<file path="src/hpp_pkg.sv">
// constants and types for the host-side controller of a 16-bit parallel
// processor port; assumes one 100 MHz clock and a synchronous reset.
//
// Contract
// - Direction-line style: direction pin low writes, high reads.
// - In strobe style a low write strobe writes, taken while it is low.
// - In strobe style a low read strobe has the device drive data.
// - In direction-line style the output-enable pin stays tied low; the host holds it high through reset until the style is taken.
package hpp_pkg;
    localparam int ADDR_W = 12;
    localparam int DATA_W = 16;
    localparam int CNT_W = 8;
    localparam int CLK_PERIOD_NS = 10;
    // access timing of the far device is not given; safe slow defaults
    localparam int T_SETUP_NS = 20;
    localparam int T_STROBE_NS = 60;
    localparam int T_HOLD_NS = 20;
    localparam logic [CNT_W-1:0] SETUP_CYC =
        CNT_W'((T_SETUP_NS + CLK_PERIOD_NS - 1) / CLK_PERIOD_NS);
    localparam logic [CNT_W-1:0] STROBE_CYC =
        CNT_W'((T_STROBE_NS + CLK_PERIOD_NS - 1) / CLK_PERIOD_NS);
    localparam logic [CNT_W-1:0] HOLD_CYC =
        CNT_W'((T_HOLD_NS + CLK_PERIOD_NS - 1) / CLK_PERIOD_NS);

    typedef enum logic {
        HPP_STYLE_DIR = 1'b0,
        HPP_STYLE_STROBE = 1'b1
    } hpp_style_t;

    typedef enum logic [1:0] {
        HPP_IDLE = 2'h0,
        HPP_SETUP = 2'h1,
        HPP_STROBE = 2'h3,
        HPP_HOLD = 2'h2
    } hpp_state_t;
endpackage

</file>
<file path="src/hpp_tmr_if.sv">
// phase timer hookup between the access sequencer and its down-counter;
// both ends sit on the same clock.
`timescale 1ns/10ps
interface hpp_tmr_if #(
    parameter int CNT_W = 8
);
    logic load;
    logic [CNT_W-1:0] count;
    logic expire;

    modport ctl (output load, output count, input expire);
    modport tmr (input load, input count, output expire);
endinterface

</file>
<file path="src/hpp_phase_timer.sv">
// down-counter timing each phase of a bus access in whole clock cycles;
// assumes load is pulsed on the cycle a phase begins.
`timescale 1ns/10ps
module hpp_phase_timer #(
    parameter int CNT_W = 8
) (
    input wire logic clk_i,
    input wire logic rst_i,
    hpp_tmr_if.tmr tmr
);
    typedef struct packed {
        logic [CNT_W-1:0] cnt;
    } hpp_tmr_st_t;

    hpp_tmr_st_t r_reg;
    hpp_tmr_st_t r_next;

    if (CNT_W < 2) begin : g_chk
        $error("hpp_phase_timer: CNT_W must be at least 2");
    end

    // a phase of n cycles expires on its n-th cycle; zero is read as one
    always_comb begin
        r_next = r_reg;
        if (tmr.load) begin
            r_next.cnt = (tmr.count == '0) ? '0 : tmr.count - 1'b1;
        end else if (r_reg.cnt != '0) begin
            r_next.cnt = r_reg.cnt - 1'b1;
        end
    end

    always_ff @(posedge clk_i) begin
        if (rst_i) begin
            r_reg <= '0;
        end else begin
            r_reg <= r_next;
        end
    end

    assign tmr.expire = (r_reg.cnt == '0);
endmodule

</file>
<file path="src/hpp_host.sv">
// host controller that runs single read and write accesses on a 16-bit
// parallel processor port; the far device and its pull-up on the
// interrupt line sit outside, and all pins are synchronous to clk_i.
`timescale 1ns/10ps
module hpp_host #(
    parameter int ADDR_W = hpp_pkg::ADDR_W,
    parameter int DATA_W = hpp_pkg::DATA_W
) (
    input wire logic clk_i,
    input wire logic rst_i,
    input wire logic style_i,
    input wire logic req_i,
    input wire logic we_i,
    input wire logic [ADDR_W-1:0] addr_i,
    input wire logic [DATA_W-1:0] wdata_i,
    output logic ready_o,
    output logic done_o,
    output logic [DATA_W-1:0] rdata_o,
    output logic irq_o,
    output logic cs_n_o,
    output logic dir_wr_n_o,
    output logic oe_rd_n_o,
    output logic [ADDR_W-1:0] addr_o,
    output logic [DATA_W-1:0] data_o,
    output logic data_oe_o,
    input wire logic [DATA_W-1:0] data_i,
    input wire logic irq_n_i
);
    import hpp_pkg::*;

    typedef struct packed {
        hpp_state_t st;
        logic cfg_ok;
        hpp_style_t style;
        logic we;
        logic cs_n;
        logic dir_wr_n;
        logic oe_rd_n;
        logic [ADDR_W-1:0] addr;
        logic [DATA_W-1:0] wdata;
        logic doe;
        logic [DATA_W-1:0] rdata;
        logic done;
        logic irq;
    } hpp_host_st_t;

    hpp_host_st_t r_reg;
    hpp_host_st_t r_next;
    logic phase_act;
    logic phase_busy;
    // edges from the taking edge to the one that shows done_o
    localparam int DONE_LAT = SETUP_CYC + STROBE_CYC + HOLD_CYC + 1;

    hpp_tmr_if #(.CNT_W(CNT_W)) tmr_if ();

    hpp_phase_timer #(.CNT_W(CNT_W)) u_timer (
        .clk_i(clk_i),
        .rst_i(rst_i),
        .tmr(tmr_if.tmr)
    );

    if (ADDR_W < 1 || ADDR_W > 32 || DATA_W < 1 || DATA_W > 64) begin : g_chk
        $error("hpp_host: ADDR_W must be 1..32 and DATA_W 1..64");
    end

    always_comb begin
        r_next = r_reg;
        r_next.done = 1'b0;
        tmr_if.load = 1'b0;
        tmr_if.count = '0;
        phase_act = 1'b0;
        phase_busy = 1'b0;
        // style is taken once after reset and then frozen
        if (!r_reg.cfg_ok) begin
            r_next.cfg_ok = 1'b1;
            r_next.style = hpp_style_t'(style_i);
        end
        case (r_reg.st)
            HPP_IDLE: begin
                if (r_reg.cfg_ok && req_i) begin
                    r_next.st = HPP_SETUP;
                    r_next.we = we_i;
                    r_next.addr = addr_i;
                    r_next.wdata = wdata_i;
                    tmr_if.load = 1'b1;
                    tmr_if.count = SETUP_CYC;
                end
            end
            HPP_SETUP: begin
                if (tmr_if.expire) begin
                    r_next.st = HPP_STROBE;
                    tmr_if.load = 1'b1;
                    tmr_if.count = STROBE_CYC;
                end
            end
            HPP_STROBE: begin
                if (tmr_if.expire) begin
                    r_next.st = HPP_HOLD;
                    tmr_if.load = 1'b1;
                    tmr_if.count = HOLD_CYC;
                    // sampled at the strobe's last cycle, data long settled
                    if (!r_reg.we) begin
                        r_next.rdata = data_i;
                    end
                end
            end
            HPP_HOLD: begin
                if (tmr_if.expire) begin
                    r_next.st = HPP_IDLE;
                    r_next.done = 1'b1;
                end
            end
            default: begin
                r_next.st = HPP_IDLE;
            end
        endcase
        r_next.irq = ~irq_n_i;
        // pins are derived from the next state so they leave flip-flops
        phase_act = (r_next.st == HPP_STROBE);
        phase_busy = (r_next.st != HPP_IDLE);
        // select only in the strobe phase; address settles before it
        r_next.cs_n = ~phase_act;
        if (r_next.style == HPP_STYLE_DIR) begin
            // idle level is read, so a stray select never writes
            r_next.dir_wr_n = ~(phase_busy & r_next.we);
            r_next.oe_rd_n = 1'b0;
        end else begin
            r_next.dir_wr_n = ~(phase_act & r_next.we);
            r_next.oe_rd_n = ~(phase_act & ~r_next.we);
        end
        // the hold phase keeps our write data driven after the strobe ends
        r_next.doe = phase_busy & r_next.we;
    end

    always_ff @(posedge clk_i) begin
        if (rst_i) begin
            r_reg <= '{st: HPP_IDLE, cfg_ok: 1'b0, style: HPP_STYLE_DIR,
                       we: 1'b0, cs_n: 1'b1, dir_wr_n: 1'b1,
                       oe_rd_n: 1'b1, addr: '0, wdata: '0, doe: 1'b0,
                       rdata: '0, done: 1'b0, irq: 1'b0};
        end else begin
            r_reg <= r_next;
        end
    end

    assign ready_o = (r_reg.st == HPP_IDLE) & r_reg.cfg_ok;
    assign done_o = r_reg.done;
    assign rdata_o = r_reg.rdata;
    assign irq_o = r_reg.irq;
    assign cs_n_o = r_reg.cs_n;
    assign dir_wr_n_o = r_reg.dir_wr_n;
    assign oe_rd_n_o = r_reg.oe_rd_n;
    assign addr_o = r_reg.addr;
    assign data_o = r_reg.wdata;
    assign data_oe_o = r_reg.doe;
endmodule

</file>
<file path="config.mk">
export PLATFORM = sky130hd
export DESIGN_NAME = hpp_host
export DESIGN_NICKNAME = d
export VERILOG_FILES = /design/src/hpp_pkg.sv /design/src/hpp_tmr_if.sv /design/src/hpp_phase_timer.sv /design/src/hpp_host.sv
export SDC_FILE = /design/constraint.sdc
export NUM_CORES = 1
export LEC_CHECK = 0
export BUFFER_PORTS_ARGS = -buffer_cell sky130_fd_sc_hd__buf_2
export CAP_MARGIN = 10
export CORE_MARGIN = 2
export CORE_UTILIZATION = 51
export CTS_BUF_LIST = sky130_fd_sc_hd__clkbuf_2 sky130_fd_sc_hd__clkbuf_4 sky130_fd_sc_hd__clkbuf_8
export DETAILED_ROUTE_END_ITERATION = 12
export PLACE_DENSITY = 0.82
export SYNTH_ARGS = -nofsm -noshare
export SYNTH_HDL_FRONTEND = slang
export SYNTH_SLANG_ARGS = --single-unit
</file>
<file path="constraint.sdc">
create_clock -name clk_i -period 2 [get_ports clk_i]
set_input_delay 0.6 -clock clk_i [delete_from_list [all_inputs] [get_ports clk_i]]
set_output_delay 0.6 -clock clk_i [all_outputs]
set_load 0.1 [all_outputs]
</file>
==> metrics <==
H-tree levels 3; mux share of post-synthesis cell area 7.474%; fin crit period 1836 ps; die height 76.70 um; Arrival @ worst endpoint 2050 ps; WL/cell 12.03 um; worst stage delay on the critical path 340 ps; Synth top area share 46.80%; Final Total Pwr 4373 uW; register area share after synthesis 46.80%; Cells after Synth 312; Peak supply drop 0.6940 mV; vias in the first global route 2,150; Rel. slew slack 66.92%; CP dominant cell by count buf_4; I/O pin count 101; CP Launch Type register; core box area 5107 sq um; Synth async-reset ratio 0%; initial DRC count 155; max-slew violation count 0; power per cell area 1366 nW/um^2; Reg area 1261 sq um; first-pass GRT wire length 9266 um; layout cell share with drive strength beyond 1 35.45%; Synth Area in Adders 0.8357%; Initial Util 52.77%; clock buffer depth 2; Vias/cell 4.866; Clock Root Buffer clkbuf_8; aggregate negative setup slack 0 ps; EDFF count, synth 0; clk_lat worst skew 330 ps; run status finished, final reports clean; synthesized cell area 2695 sq um; unrepaired setup endpoints after global routing false; hpwl dp 3942 um; LEAKAGE 0.001591 uW; RD Place Congestion 0.8370; drt total wl 5391 um; Worst Max-Slew Pin Slew 499.7 ps; DR DRC count 0; Std-Cell Rows 26; largest net degree at the start of global routing 33; fin area 3202 sq um; initial antenna violation count 0; placed cell area 2998 sq um; total track usage 19.50%; final worst setup slack 164.3 ps; fmax 544.8 MHz; Post-Syn Nets 363; Die Wd 76.70 um; area grow syn2layout 18.80%; Hold Crit Class input pin to register; count leader, synth nand2_1; Clock Pin Slew Worst Setup and Hold Paths 70 ps; setup violators final 0; Slowest-stage cell, CP dfxtp_1; Num CTS Buffers 9; CP Class register to register; number of diodes 0; die area 5882 sq um; Primary FF master, synth dfxtp_1; Synth Area in Compound Gates 9.146%; largest family of logic cells by synthesized area simple AND/OR/NAND/NOR gates; number of max-cap violations 0; Max Clock Skew 9.747 ps; Req. time, crit path 2220 ps; syn avg cell area 8.638 sq um; # fillers 458; hold buffer count at cts 0; top post-synthesis cells by area dfxtp_1 (47%), buf_4 (12%), nand2_1 (9.1%), a21oi_1 (7.2%), mux2i_1 (7.1%); I/O Buffers 100; routed vias 2,180; gr ovfl total 0; worst-path cell chain inv_1, ha_1, nor4b_4, buf_4, nand4_4, buf_4, mux2i_1, nor2_1; Setup WS pre-CTS 178.5 ps; CP max FO 16; CTS tree done; # clock sinks 63; Hold Violations, Final 0; Post-synth top cells nand2_1 (65), dfxtp_1 (63), buf_4 (44), a21oi_1 (39), nor2_1 (29); multi-input logic area 1031 sq um; final worst-path cycle share 91.78%; Routed Antenna Nets 0; CP Capture Type register; FF+latch count, synth 63; simple-gate area share of the yosys netlist 20.06%; post-synthesis xor/xnor area fraction 0.3250%; nets 425; YS warnings 0; Detailed Routing Iterations Pass 1 4; largest area contributor in the netlist dfxtp_1; synth unique cells 35
## metrics by stage
| stage | utilization, % | hold slack [ps] | instances |
|---|---|---|---|
| global placement | 58.70 | 439.3 | 432 |
| floorplan | - | 436.7 | 312 |
| detailed placement | 58.70 | 445.2 | 432 |
| finish | 62.69 | 421.0 | 448 |
| global route | 62.69 | 411.9 | 448 |
| CTS | 62.54 | 407.7 | 447 |
## final cells by class
cell class / count / area share (%)
Sequential cell: 63 / 39.39
Multi-Input combinational cell: 185 / 32.20
Timing Repair Buffer: 111 / 19.07
Clock buffer: 11 / 4.728
Tap cell: 70 / 2.735
Clock inverter: 4 / 1.407
Inverter: 4 / 0.4689
## what timing repair did
action	4_1_cts	5_1_grt
setup endpoints to repair	0	2
gates resized for setup	0	0
buffers inserted	0	1
## report_power, final
part	internal, uW	switching [uW]	total (uW)
Clock	630	446	1080
Combinational	574	1180	1750
Sequential	1410	133	1550
Total	2620	1750	4370
## logic make-up after synthesis
group / count (synthesis)
buffers and inverters: 64
AO/OA/AOI/OAI: 46
adder cells (fa/ha/maj): 2
AND/OR/NAND/NOR: 116
multiplexers: 20
flip-flops: 63
XOR/XNOR: 1
## worst max-delay path, delay by kind of cell (launching register included)
family / cells / cell delay [ps]
buf+inv: 3 / 490
simple gates: 3 / 470
flops: 1 / 340
fa+ha+maj: 1 / 240
mux: 1 / 190
## placed cells by master (no fill, tap or decap), drive strengths merged, types with 3 or more instances in the layout
cell type and instances:
buf 111, or3 4, a21oi 39, nand3 5, mux2i 19, nand2 65, dfxtp 63, clkbuf 11
inv 4, nor2b 3, clkinv 3, nor2 29
## metal layers
metal	share of wire (%)	up-vias	wire (um)	GRT usage [%]
met5	0	-	0	0
met1	44	998	2368	22.19
met4	1.5	0	82	10.91
met3	5.6	6	303	4.353
li1	-	1105	-	-
met2	49	71	2637	33.68
## path summary, 6_finish.rpt
path	start	end	slack (ps)	depth (start not counted)
worst max register to register	u_timer.r_reg[0]	rdata_o[12]	160	8
worst min-delay path	irq_n_i	irq_o	420	2
worst min register to register	data_o[14]	data_o[14]	450	2
worst max-delay path	u_timer.r_reg[0]	rdata_o[12]	160	8
No activity file was read; power rests on OpenSTA's default activity.
